==> src/shared/event_notify_pkg.sv <==
// package for the camera event notification and statistics block
// assumes an apb master on a 40 mhz pclk reaches the registers
package event_notify_pkg;

  // register byte offsets
  localparam logic [7:0] ADDR_NOTIFY_SEL = 8'h00;
  localparam logic [7:0] ADDR_NOTIFY_EN = 8'h04;
  localparam logic [7:0] ADDR_NOTIFY_MASK = 8'h08;
  localparam logic [7:0] ADDR_STAT_SEL = 8'h0c;
  localparam logic [7:0] ADDR_STAT_VALUE = 8'h10;
  localparam logic [7:0] ADDR_STAT_CLEAR = 8'h14;
  localparam logic [7:0] ADDR_TRIG_CTRL = 8'h18;
  localparam logic [7:0] ADDR_STATUS = 8'h1c;

  // event type codes, also bit positions of the enable mask
  localparam int NUM_EVENTS = 8;
  localparam logic [2:0] EV_REJ_FRAME = 3'h0;
  localparam logic [2:0] EV_REJ_LINE = 3'h1;
  localparam logic [2:0] EV_DROP_IMG = 3'h2;
  localparam logic [2:0] EV_TIMER1 = 3'h3;
  localparam logic [2:0] EV_TIMER2 = 3'h4;
  localparam logic [2:0] EV_COUNT1 = 3'h5;
  localparam logic [2:0] EV_COUNT2 = 3'h6;
  localparam logic [2:0] EV_SPILL = 3'h7;

  // notification setting values
  localparam logic [1:0] NOTIFY_OFF = 2'h0;
  localparam logic [1:0] NOTIFY_ON = 2'h1;
  localparam logic [1:0] LEGACY_NOTIFY_ON_VALUE = 2'h2;

  // statistic counter codes
  localparam int NUM_STATS = 5;
  localparam logic [2:0] ST_REJ_FRAME = 3'h0;
  localparam logic [2:0] ST_DROP_IMG = 3'h1;
  localparam logic [2:0] ST_RETX_PKT = 3'h2;
  localparam logic [2:0] ST_RETX_DISCARD = 3'h3;
  localparam logic [2:0] ST_PAUSE_RX = 3'h4;

  // field positions and reset values
  localparam int TRIG_ALLOW_BIT = 0;
  localparam int STATUS_QCOUNT_LSB = 8;
  localparam logic [7:0] NOTIFY_MASK_RESET = 8'h00;

endpackage : event_notify_pkg

==> src/hdl/camera_event_notify_stats.sv <==
// event notification, message queue and statistic counters
// assumes one pclk domain; event sources are pulses from same-clock logic
//
// Added by the designer: the register offsets and the APB register port.
`timescale 1ns/1ps

module camera_event_notify_stats
  import event_notify_pkg::*;
#(
  parameter int STAT_WIDTH = 32,
  parameter int MSG_DEPTH = 4,
  parameter int RETX_DEPTH = 4
) (
  input wire logic pclk,
  input wire logic presetn,
  input wire logic psel,
  input wire logic penable,
  input wire logic pwrite,
  input wire logic [7:0] paddr,
  input wire logic [31:0] pwdata,
  output logic [31:0] prdata,
  output logic pready,
  output logic pslverr,
  input wire logic frame_trig,
  input wire logic line_trig,
  input wire logic buffer_full_drop,
  input wire logic image_discard,
  input wire logic first_timer_done,
  input wire logic second_timer_done,
  input wire logic first_count_done,
  input wire logic second_count_done,
  input wire logic retx_req,
  input wire logic retx_pkt_done,
  input wire logic pause_rx,
  output logic frame_start,
  output logic line_start,
  output logic retx_serve_valid,
  output logic msg_valid,
  output logic [2:0] msg_type,
  input wire logic msg_ready
);

  localparam int QW = $clog2(MSG_DEPTH + 1);
  localparam int RW = $clog2(RETX_DEPTH + 1);
  localparam logic [STAT_WIDTH-1:0] STAT_MAX = '1;

  // behaviour notes
  // - apb: one wait state; read data decoded in the first access cycle
  // - apb: writes land at the edge that shows pready high, not before
  // - event sources are single cycle pulses from logic on pclk
  // - each pulse is one occurrence; a held level counts every cycle
  // - spill event bypasses the enables, the host cannot mute it
  // - spill clears every enable; the host re-enables what it still needs
  // - a spill waits in spill_pend until a queue slot frees
  // - only one spill is held; later overflows merge into it
  // - a waiting spill enters before the events of the same cycle
  // - events of one cycle enter the queue in code order
  // - counters stop at all ones until cleared through the selector
  // - a clear and an increment in one cycle leave the counter zero
  // - selector codes past the last counter read zero, clear nothing
  // - retransmit queue keeps only its fill level, packets live elsewhere
  // - a request and a service in one full cycle both succeed
  // - trig_allow comes up low, so triggers are rejected after reset
  // - msg_type is only meaningful while msg_valid is high
  // - msg_valid is kept in a flip-flop, not decoded from the count
  // - writes to read-only offsets are answered but change nothing
  // - unmapped offsets answer with pslverr and zero data
  // - pslverr and prdata stand for the single cycle of pready

  typedef struct packed {
    logic [31:0] prdata;
    logic pready;
    logic pslverr;
    logic [2:0] notify_type_select;
    logic [NUM_EVENTS-1:0] notify_enable;
    logic [2:0] stat_counter_select;
    logic trig_allow;
    logic [NUM_STATS-1:0][STAT_WIDTH-1:0] stat;
    logic [MSG_DEPTH-1:0][2:0] msg_q;
    logic [QW-1:0] msg_cnt;
    logic msg_valid;
    logic spill_pend;
    logic [RW-1:0] retx_cnt;
    logic frame_start;
    logic line_start;
    logic retx_serve_valid;
  } state_t;

  state_t st_ff;
  state_t nxt_st;

  ////////////////////////////////////////////////////////////////
  // saturating increment of one statistic
  function automatic logic [STAT_WIDTH-1:0] sat_inc(input logic [STAT_WIDTH-1:0] v);
    sat_inc = (v == STAT_MAX) ? v : v + 1'b1;
  endfunction : sat_inc

  // apb access decode
  function automatic logic addr_hit(input logic [7:0] a, input logic [7:0] reg_addr);
    addr_hit = (a == reg_addr);
  endfunction : addr_hit

  ////////////////////////////////////////////////////////////////
  // event, queue, counter and register logic
  logic [NUM_EVENTS-1:0] ev_raw;
  logic [NUM_STATS-1:0] st_inc;
  logic acc;
  logic first_acc;
  logic wr;
  logic pop;
  logic retx_full;
  logic retx_deq;
  logic retx_take;
  logic [1:0] wval;

  // one hit line per register offset
  logic hit_sel;
  logic hit_en;
  logic hit_mask;
  logic hit_ssel;
  logic hit_sval;
  logic hit_sclr;
  logic hit_trig;
  logic hit_status;
  logic hit_none;

  ////////////////////////////////////////////////////////////////
  // legacy value behaves exactly like on; anything else is off
  function automatic logic notify_on(input logic [1:0] v);
    notify_on = (v == NOTIFY_ON) || (v == LEGACY_NOTIFY_ON_VALUE);
  endfunction : notify_on

  // selector codes past the last counter select nothing
  function automatic logic stat_sel_ok(input logic [2:0] s);
    stat_sel_ok = (s < 3'(NUM_STATS));
  endfunction : stat_sel_ok

  // message queue has no free slot
  function automatic logic msg_full(input logic [QW-1:0] c);
    msg_full = (c == QW'(MSG_DEPTH));
  endfunction : msg_full

  // next free slot of the message queue
  function automatic logic [$clog2(MSG_DEPTH)-1:0] slot_of(input logic [QW-1:0] c);
    slot_of = c[$clog2(MSG_DEPTH)-1:0];
  endfunction : slot_of

  // enable of one event type out of the mask
  function automatic logic enable_bit(input logic [NUM_EVENTS-1:0] m, input logic [2:0] s);
    enable_bit = m[s];
  endfunction : enable_bit

  // status word: retransmit fill above message fill
  function automatic logic [31:0] status_word(input logic [RW-1:0] r, input logic [QW-1:0] m);
    status_word = {16'h0000, 8'(r), 8'(m)};
  endfunction : status_word

  ////////////////////////////////////////////////////////////////
  // next state of every register
  always_comb begin
    // defaults: hold state, single cycle outputs low
    nxt_st = st_ff;
    nxt_st.pready = 1'b0;
    nxt_st.pslverr = 1'b0;
    nxt_st.prdata = '0;
    nxt_st.frame_start = 1'b0;
    nxt_st.line_start = 1'b0;
    ev_raw = '0;
    st_inc = '0;

    // apb phases: decode in the first access cycle, write when answered
    acc = psel && penable;
    first_acc = acc && !st_ff.pready;
    wr = acc && pwrite && st_ff.pready;
    wval = pwdata[1:0];

    // address decode, one hit at most
    hit_sel = 1'b0;
    hit_en = 1'b0;
    hit_mask = 1'b0;
    hit_ssel = 1'b0;
    hit_sval = 1'b0;
    hit_sclr = 1'b0;
    hit_trig = 1'b0;
    hit_status = 1'b0;
    hit_none = 1'b0;
    if (addr_hit(paddr, ADDR_NOTIFY_SEL)) begin
      hit_sel = 1'b1;
    end else if (addr_hit(paddr, ADDR_NOTIFY_EN)) begin
      hit_en = 1'b1;
    end else if (addr_hit(paddr, ADDR_NOTIFY_MASK)) begin
      hit_mask = 1'b1;
    end else if (addr_hit(paddr, ADDR_STAT_SEL)) begin
      hit_ssel = 1'b1;
    end else if (addr_hit(paddr, ADDR_STAT_VALUE)) begin
      hit_sval = 1'b1;
    end else if (addr_hit(paddr, ADDR_STAT_CLEAR)) begin
      hit_sclr = 1'b1;
    end else if (addr_hit(paddr, ADDR_TRIG_CTRL)) begin
      hit_trig = 1'b1;
    end else if (addr_hit(paddr, ADDR_STATUS)) begin
      hit_status = 1'b1;
    end else begin
      hit_none = 1'b1;
    end

    // rejected frame trigger: no acquisition, event and statistic
    if (frame_trig && !st_ff.trig_allow) begin
      ev_raw[EV_REJ_FRAME] = 1'b1;
      st_inc[ST_REJ_FRAME] = 1'b1;
    end

    // rejected line trigger: no line, event only
    if (line_trig && !st_ff.trig_allow) begin
      ev_raw[EV_REJ_LINE] = 1'b1;
    end

    // allowed triggers start their acquisition one cycle later
    if (frame_trig && st_ff.trig_allow) begin
      nxt_st.frame_start = 1'b1;
    end
    if (line_trig && st_ff.trig_allow) begin
      nxt_st.line_start = 1'b1;
    end

    // memory, timer and counter event sources
    ev_raw[EV_DROP_IMG] = buffer_full_drop;
    ev_raw[EV_TIMER1] = first_timer_done;
    ev_raw[EV_TIMER2] = second_timer_done;
    ev_raw[EV_COUNT1] = first_count_done;
    ev_raw[EV_COUNT2] = second_count_done;

    // retransmit request queue: only its fill level lives here
    retx_full = (st_ff.retx_cnt == RW'(RETX_DEPTH));
    retx_deq = retx_pkt_done && (st_ff.retx_cnt != '0);
    retx_take = retx_req && (!retx_full || retx_deq);
    if (retx_deq && !retx_take) begin
      nxt_st.retx_cnt = st_ff.retx_cnt - 1'b1;
    end else if (retx_take && !retx_deq) begin
      nxt_st.retx_cnt = st_ff.retx_cnt + 1'b1;
    end
    nxt_st.retx_serve_valid = (nxt_st.retx_cnt != '0);

    // remaining statistic sources
    st_inc[ST_DROP_IMG] = image_discard;
    st_inc[ST_RETX_PKT] = retx_deq;
    st_inc[ST_RETX_DISCARD] = retx_req && !retx_take;
    st_inc[ST_PAUSE_RX] = pause_rx;

    // saturating increments, one per counter
    for (int i = 0; i < NUM_STATS; i++) begin
      if (st_inc[i]) begin
        nxt_st.stat[i] = sat_inc(st_ff.stat[i]);
      end
    end

    // head leaves the queue when the host takes it
    pop = (st_ff.msg_cnt != '0) && msg_ready;
    if (pop) begin
      for (int k = 0; k < MSG_DEPTH - 1; k++) begin
        nxt_st.msg_q[k] = st_ff.msg_q[k + 1];
      end
      nxt_st.msg_cnt = st_ff.msg_cnt - 1'b1;
    end

    // waiting spill goes in first, so a spill raised now is not lost
    if (st_ff.spill_pend && !msg_full(nxt_st.msg_cnt)) begin
      nxt_st.msg_q[slot_of(nxt_st.msg_cnt)] = EV_SPILL;
      nxt_st.msg_cnt = nxt_st.msg_cnt + 1'b1;
      nxt_st.spill_pend = 1'b0;
    end

    // enabled events in code order; no room clears every enable
    for (int e = 0; e < NUM_EVENTS - 1; e++) begin
      if (ev_raw[e] && nxt_st.notify_enable[e]) begin
        if (msg_full(nxt_st.msg_cnt)) begin
          nxt_st.notify_enable = '0;
          nxt_st.spill_pend = 1'b1;
        end else begin
          nxt_st.msg_q[slot_of(nxt_st.msg_cnt)] = 3'(e);
          nxt_st.msg_cnt = nxt_st.msg_cnt + 1'b1;
        end
      end
    end
    nxt_st.msg_valid = (nxt_st.msg_cnt != '0);

    // apb read side: data and error registered for the answer cycle
    nxt_st.pready = first_acc;
    if (first_acc) begin
      if (hit_sel) begin
        nxt_st.prdata = 32'(st_ff.notify_type_select);
      end else if (hit_en) begin
        nxt_st.prdata = 32'(enable_bit(st_ff.notify_enable, st_ff.notify_type_select));
      end else if (hit_mask) begin
        nxt_st.prdata = 32'(st_ff.notify_enable);
      end else if (hit_ssel) begin
        nxt_st.prdata = 32'(st_ff.stat_counter_select);
      end else if (hit_sval) begin
        if (stat_sel_ok(st_ff.stat_counter_select)) begin
          nxt_st.prdata = 32'(st_ff.stat[st_ff.stat_counter_select]);
        end
      end else if (hit_sclr) begin
        nxt_st.prdata = '0;
      end else if (hit_trig) begin
        nxt_st.prdata = 32'(st_ff.trig_allow);
      end else if (hit_status) begin
        nxt_st.prdata = status_word(st_ff.retx_cnt, st_ff.msg_cnt);
      end else if (hit_none) begin
        nxt_st.pslverr = 1'b1;
      end
    end

    // apb write side: lands at the edge that shows pready high
    if (wr) begin
      if (hit_sel) begin
        nxt_st.notify_type_select = pwdata[2:0];
      end else if (hit_en) begin
        nxt_st.notify_enable[st_ff.notify_type_select] = notify_on(wval);
      end else if (hit_ssel) begin
        nxt_st.stat_counter_select = pwdata[2:0];
      end else if (hit_sclr) begin
        if (pwdata[0] && stat_sel_ok(st_ff.stat_counter_select)) begin
          nxt_st.stat[st_ff.stat_counter_select] = '0;
        end
      end else if (hit_trig) begin
        nxt_st.trig_allow = pwdata[TRIG_ALLOW_BIT];
      end
    end
  end

  ////////////////////////////////////////////////////////////////
  // state register, cleared by reset
  always_ff @(posedge pclk or negedge presetn) begin
    if (!presetn) begin
      st_ff <= '0;
    end else begin
      st_ff <= nxt_st;
    end
  end

  // outputs straight from the state flip-flops
  assign prdata = st_ff.prdata;
  assign pready = st_ff.pready;
  assign pslverr = st_ff.pslverr;
  assign frame_start = st_ff.frame_start;
  assign line_start = st_ff.line_start;
  assign retx_serve_valid = st_ff.retx_serve_valid;
  assign msg_valid = st_ff.msg_valid;
  assign msg_type = st_ff.msg_q[0];

endmodule : camera_event_notify_stats

==> config.mk <==
export PLATFORM = sky130hd
export DESIGN_NAME = camera_event_notify_stats
export DESIGN_NICKNAME = d
export VERILOG_FILES = /design/src/shared/event_notify_pkg.sv /design/src/hdl/camera_event_notify_stats.sv
export SDC_FILE = /design/constraint.sdc
export NUM_CORES = 1
export LEC_CHECK = 0
export ABC_AREA = 0
export BUFFER_PORTS_ARGS = -buffer_cell sky130_fd_sc_hd__buf_4
export CAP_MARGIN = 20
export CORE_AREA = 2 2 187 262
export CTS_CLUSTER_SIZE = 8
export DETAILED_ROUTE_END_ITERATION = 16
export DIE_AREA = 0 0 189 264
export PLACE_DENSITY = 0.55
export SYNTH_ARGS = -nofsm -noshare
export SYNTH_HDL_FRONTEND = slang
export SYNTH_SLANG_ARGS = --single-unit
==> constraint.sdc <==
create_clock -name pclk -period 9.7 [get_ports pclk]
set_clock_uncertainty 0.2 [all_clocks]
set_input_delay 0 -clock pclk [delete_from_list [all_inputs] [get_ports pclk]]
set_output_delay 0 -clock pclk [all_outputs]
set_load 0.05 [all_outputs]
* Yosys cells after proc, flatten, opt, wreduce, memory -nomap -nowiden
Cells that the tools add are included.
Storage, ports and cells: flip-flop bits (word level) 232, output and inout port bits 41, word-level logic and storage cells 319
Operators by class: $add $sub $neg 16, $lt $le $gt $ge 21, equal/unequal tests 23, mux-type cells 160, bitwise operators 27, reduce and logical (&&, ||, !) cells 49
Operator list (count):
- $mux W32 | 19
- $mux W172 | 2
- $mux W160 | 2
- $mux W15 | 15
- $mux W164 | 1
- $mux W161 | 1
- $add A32 B1 Y32 const B | 5
- $and A160 B160 Y160 | 1
- $eq A32 B32 Y1 const B | 5
- $not A160 Y160 | 1
- $mux W8 | 15
- $bmux W32 S3 | 1
- $demux W32 S3 | 1
- $mux W1 | 77
- $demux W3 S2 | 8
- $logic_and A1 B1 Y1 | 33
- $mux W11 | 3
- $mux W3 | 11
- $eq A8 B5 Y1 const B | 4
- $add A3 B1 Y3 const B | 9
- $eq A3 B3 Y1 const B | 9
- $and A8 B8 Y8 | 3
- $lt A2 B3 Y1 const B | 8
- $not A8 Y8 | 3
- other kinds (28) | 59

* Longest topological paths before layout
depth in word-level cells 66, mapped depth 49, depth with buffers taken out 47

* Worst setup path after synthesis
OpenSTA, ideal clock, no wires.
path kind flip-flop to flip-flop, start point register st_ff[8] (netlist bit), end point register st_ff (netlist bit msg_valid), setup time 73 ps, arrival 9132 ps, slack 295 ps, stages on the path, launching flop included 50, clock period less this slack 9405 ps, cell sequence dfrtp_1 -> inv_1 -> ha_1 -> nand2b_2 -> nand2_4 -> xnor2_2 -> ha_1 -> buf_2 -> nand4b_1 -> o221ai_1 -> a32oi_1 -> ha_1 -> a21oi_4 -> xnor2_1 -> inv_1 -> ha_1 -> o21ai_0 -> o2111ai_1 -> [14 not listed] -> ha_1 -> inv_1 -> a211oi_1 -> a211oi_2 -> xnor3_1 -> inv_1 -> ha_1 -> inv_1 -> nor2_1 -> mux2i_1 -> a21oi_1 -> or2_1 -> ha_1 -> clkbuf_1 -> nand4_1 -> mux2_2 -> a211oi_1 -> nand4bb_1
RTL lines:
- start, declared | line camera_event_notify_stats.sv:89 | state_t st_ff;
- start signal, assigned | line camera_event_notify_stats.sv:337 | st_ff <= nxt_st;

==> summary.md <==
| Metric | Value |
|---|---|
| First-pass GRT wire length | `65.6 mm` |
| Sequential fraction of the synthesis area | `about two fifths` |
| Final setup fails | `0` |
| Worst hold path type | `input pin to flop` |
| Grt ovf | `0` |
| Slew headroom | `36.9%` |
| Lkg Pwr | `between 7 and 8 nW` |
| ANT nets after route | `0` |
| PwrDens | `221 nW/µm²` |
| Nets | `around 1700` |
| Core area | `roughly 48000 µm²` |
| Endpoints failing hold | `0` |
| Reg area | `5810 µm²` |
| Tcrit/Tclk final | `93.6%` |
| CTS sink count | `between 200 and 250` |
| Cell area after synthesis | `14100 µm²` |
| CP bufs+invs | `7` |
| Post-route minimum period | `9.08 ns` |
| Met3 wire length | `approximately 1.3 mm` |
| Diodes inserted | `0` |
| Status | `completed` |
| Die X | `~190 µm` |
| Pre-antenna DRT Iters | `8` |
| Final WL | `41.7 mm` |
| CP max stage delay | `between 0.3 and 0.4 ns` |
| # DRC | `0` |
| Pins Over Slew Limit | `0` |
| GP Congestion | `0.884` |
| Hold path endpoint | `msg_type[2]$_DFF_PN0_` |
| Post-synth EDFFs | `0` |
| Layout area overhead | `17.4%` |
| Synth cell types | `85` |
| Fmax | `0.110 GHz` |
| Routed wire length per instance | `roughly 18 µm` |
| Synthesized instance count | `approximately 1500` |
| Iter 0 DRT Violations | `764` |
| Largest net degree at the start of global routing | `83` |
| DR vias/cell | `roughly 5.2` |
| Vias | `11700` |
| Row count | `95` |
| H-Tree Depth | `2` |
| Mean post-synth cell area | `9.14 µm²` |
| Bufs on Longest Clock Path | `3` |
| Synth warnings | `0` |
| DIE HEIGHT | `around 260 µm` |
| Synth Register Bits | `around 230` |
| WP data required | `9.95 ns` |
| Num ports | `slightly below 100` |
| Top Family by Delay on Critical Path | `compound AO/OA/AOI/OAI gates` |
| CP endpoint kind | `flop` |
| RR Endpoint | `msg_valid$_DFF_PN0_` |
| CTS tree | `yes` |
| DP Wirelength | `approximately 30 mm` |
| Max-Cap Viols | `0` |
| Clock transition at path regs | `0.06 ns` |
| Most common cell after layout, fill and taps aside | `nor2_1` |
| CTS Buf Count | `34` |
| TNS Setup | `0 ns` |
| Metal1 wirelength | `between 15 and 20 mm` |
| Most frequent cells in the layout | `nor2_1 (235), dfrtp_1 (231), nand2_1 (134), xor2_1 (99), buf_4 (96)` |
| GRT Total Usage | `approximately 17%` |
| Filler cells | `roughly 4800` |
| Hold Startpoint | `first_timer_done` |
| Main synth FF type | `dfrtp_1` |
| Die ar. | `approximately 50000 µm²` |
| Crit Path Max Fanout | `10` |
| Root Driver | `clkbuf_16` |
| Critical path's slowest cell | `a211oi_1` |
| Worst skew pair latency | `0.54 ns` |
| Non-filler cells, final | `2256` |
| Initial core utilization | `between 20 and 30%` |
| Met2 WL post-DR | `21.8 mm` |
| Worst Reg-to-Reg Cells | `between 40 and 50` |
| # port buffers | `between 60 and 70` |
| WP data arrival | `9.33 ns` |
| CP Class | `flop to flop` |
| Worst reg2reg startpoint | `st_ff[8]$_DFF_PN0_` |
| Antenna violations before repair | `0` |
| Top sig layer | `met4` |
| Layout cell share with drive strength beyond 1 | `approximately 13%` |
| Placed Instances | `2181` |
| Peak VDD IR | `around 0.13 mV` |
| Vias in the first global route | `between 10000 and 15000` |
| Fraction of registers with async set or reset after synthesis | `100%` |
| Slew @ Worst Pin | `about 0.94 ns` |
| Critical Path Start Type | `flop` |
| Multi-input gate area | `slightly below 8000 µm²` |
| Synthesized Nets | `1642` |
| R2R Setup Slk | `between 0.6 and 0.7 ns` |
| Crit path top cell by count | `inv_1` |
| WHS Path Cells | `6` |
-- cell type report --
type	instances	area share, %
tap	630	4.76
inverter	49	1.11
timing repair buffer	133	6.83
multi-input combinational	1174	46.7
sequential	232	35.1
clock buffer	35	5.16
clock inverter	3	0.340
-- power by group --
group | total [mW] | internal, mW | switching, mW
Sequential | 1.22 | 1.08 | 0.144
Combinational | 1.37 | 0.572 | 0.794
Clock | 1.07 | 0.628 | 0.447
Total | 3.66 | 2.28 | 1.38
-- layer usage --
layer	GRT usage [%]	vias to the layer above
met4	8.38	0
met2	30.5	299
li1	-	5569
met5	0	-
met1	18.8	5769
met3	1.66	92
-- cell usage after synthesis (all sizes together), types with 8 or more instances --
| library cell | number | area, µm² |
|---|---|---|
| and3 | 31 | 194 |
| mux2 | 14 | 161 |
| a22o | 8 | 70.1 |
| o22ai | 9 | 56.3 |
| nor2b | 13 | 81.3 |
| nor2 | 236 | 888 |
| or2 | 10 | 62.6 |
| o21ai | 63 | 315 |
| a22oi | 19 | 143 |
| xnor2 | 44 | 408 |
| nand2 | 135 | 514 |
| nor3 | 30 | 150 |
| nand4 | 38 | 244 |
| a222oi | 24 | 240 |
| a21oi | 68 | 363 |
| o31ai | 12 | 90.1 |
| nand2b | 12 | 77.6 |
| and2 | 15 | 93.8 |
| or3 | 34 | 213 |
| inv | 48 | 180 |
| buf | 45 | 319 |
| ha | 42 | 526 |
| and4 | 13 | 114 |
| xor2 | 99 | 867 |
| nand3 | 66 | 330 |
| clkbuf | 43 | 161 |
| mux2i | 55 | 554 |
| dfrtp | 232 | 5810 |
-- worst min-delay path: stages --
cell and delay [ns]:
buf_4 0.11, nand4_2 0.22, inv_1 0.14, a32oi_1 0.13, nand2_1 0.06, nand3b_1 0.06
-- cell families after synthesis --
logic type      synth area share, %
flops                          41.2
compound gates                 12.9
buf+inv                        4.71
simple gates                   22.1
fa+ha+maj                      3.73
mux                            6.19
xor+xnor                       9.20
-- repair_timing --
action                                 in CTS  in global routing
hold buffers                               32                  3
resized for setup                           0                 14
endpoints found under the hold margin     143                  1
buffers inserted                            0                  1
setup endpoints to repair                   0                 25
-- per-stage QoR --
stage / power, mW / util (%) / area [µm²] / hold slack [ns] / worst slack, ns
2_1_floorplan: 2.13 / - / 14100 / -0.496 / 0.295
3_3_place_gp: 2.50 / 31.8 / 15200 / -0.155 / 0.468
3_5_place_dp: 2.53 / 31.8 / 15200 / -0.155 / 0.288
4_1_cts: 3.65 / 34.4 / 16400 / 0.00980 / 0.213
5_1_grt: 3.89 / 34.7 / 16600 / 0.0831 / -0.0133
6_report: 3.66 / 34.7 / 16600 / 0.0519 / 0.624
-- flip-flops by register name, summed over array words and instances, names as in the netlist --
register          count
prdata               32
line_start            1
pready                1
frame_start           1
msg_type              3
msg_valid             1
st_ff               191
pslverr               1
retx_serve_valid      1
-- worst max path at each step --
stage / start / end / depth (start not counted)
final: st_ff[8]$_DFF_PN0_ / msg_valid$_DFF_PN0_ / 46
after global routing: st_ff[8]$_DFF_PN0_ / msg_valid$_DFF_PN0_ / 45
after CTS: st_ff[8]$_DFF_PN0_ / msg_valid$_DFF_PN0_ / 45
after detailed placement: st_ff[8]$_DFF_PN0_ / msg_valid$_DFF_PN0_ / 45
after global placement: st_ff[8]$_DFF_PN0_ / msg_valid$_DFF_PN0_ / 46
after floorplan: st_ff[8]$_DFF_PN0_ / msg_valid$_DFF_PN0_ / 49
(Power assumes the default switching activity.)
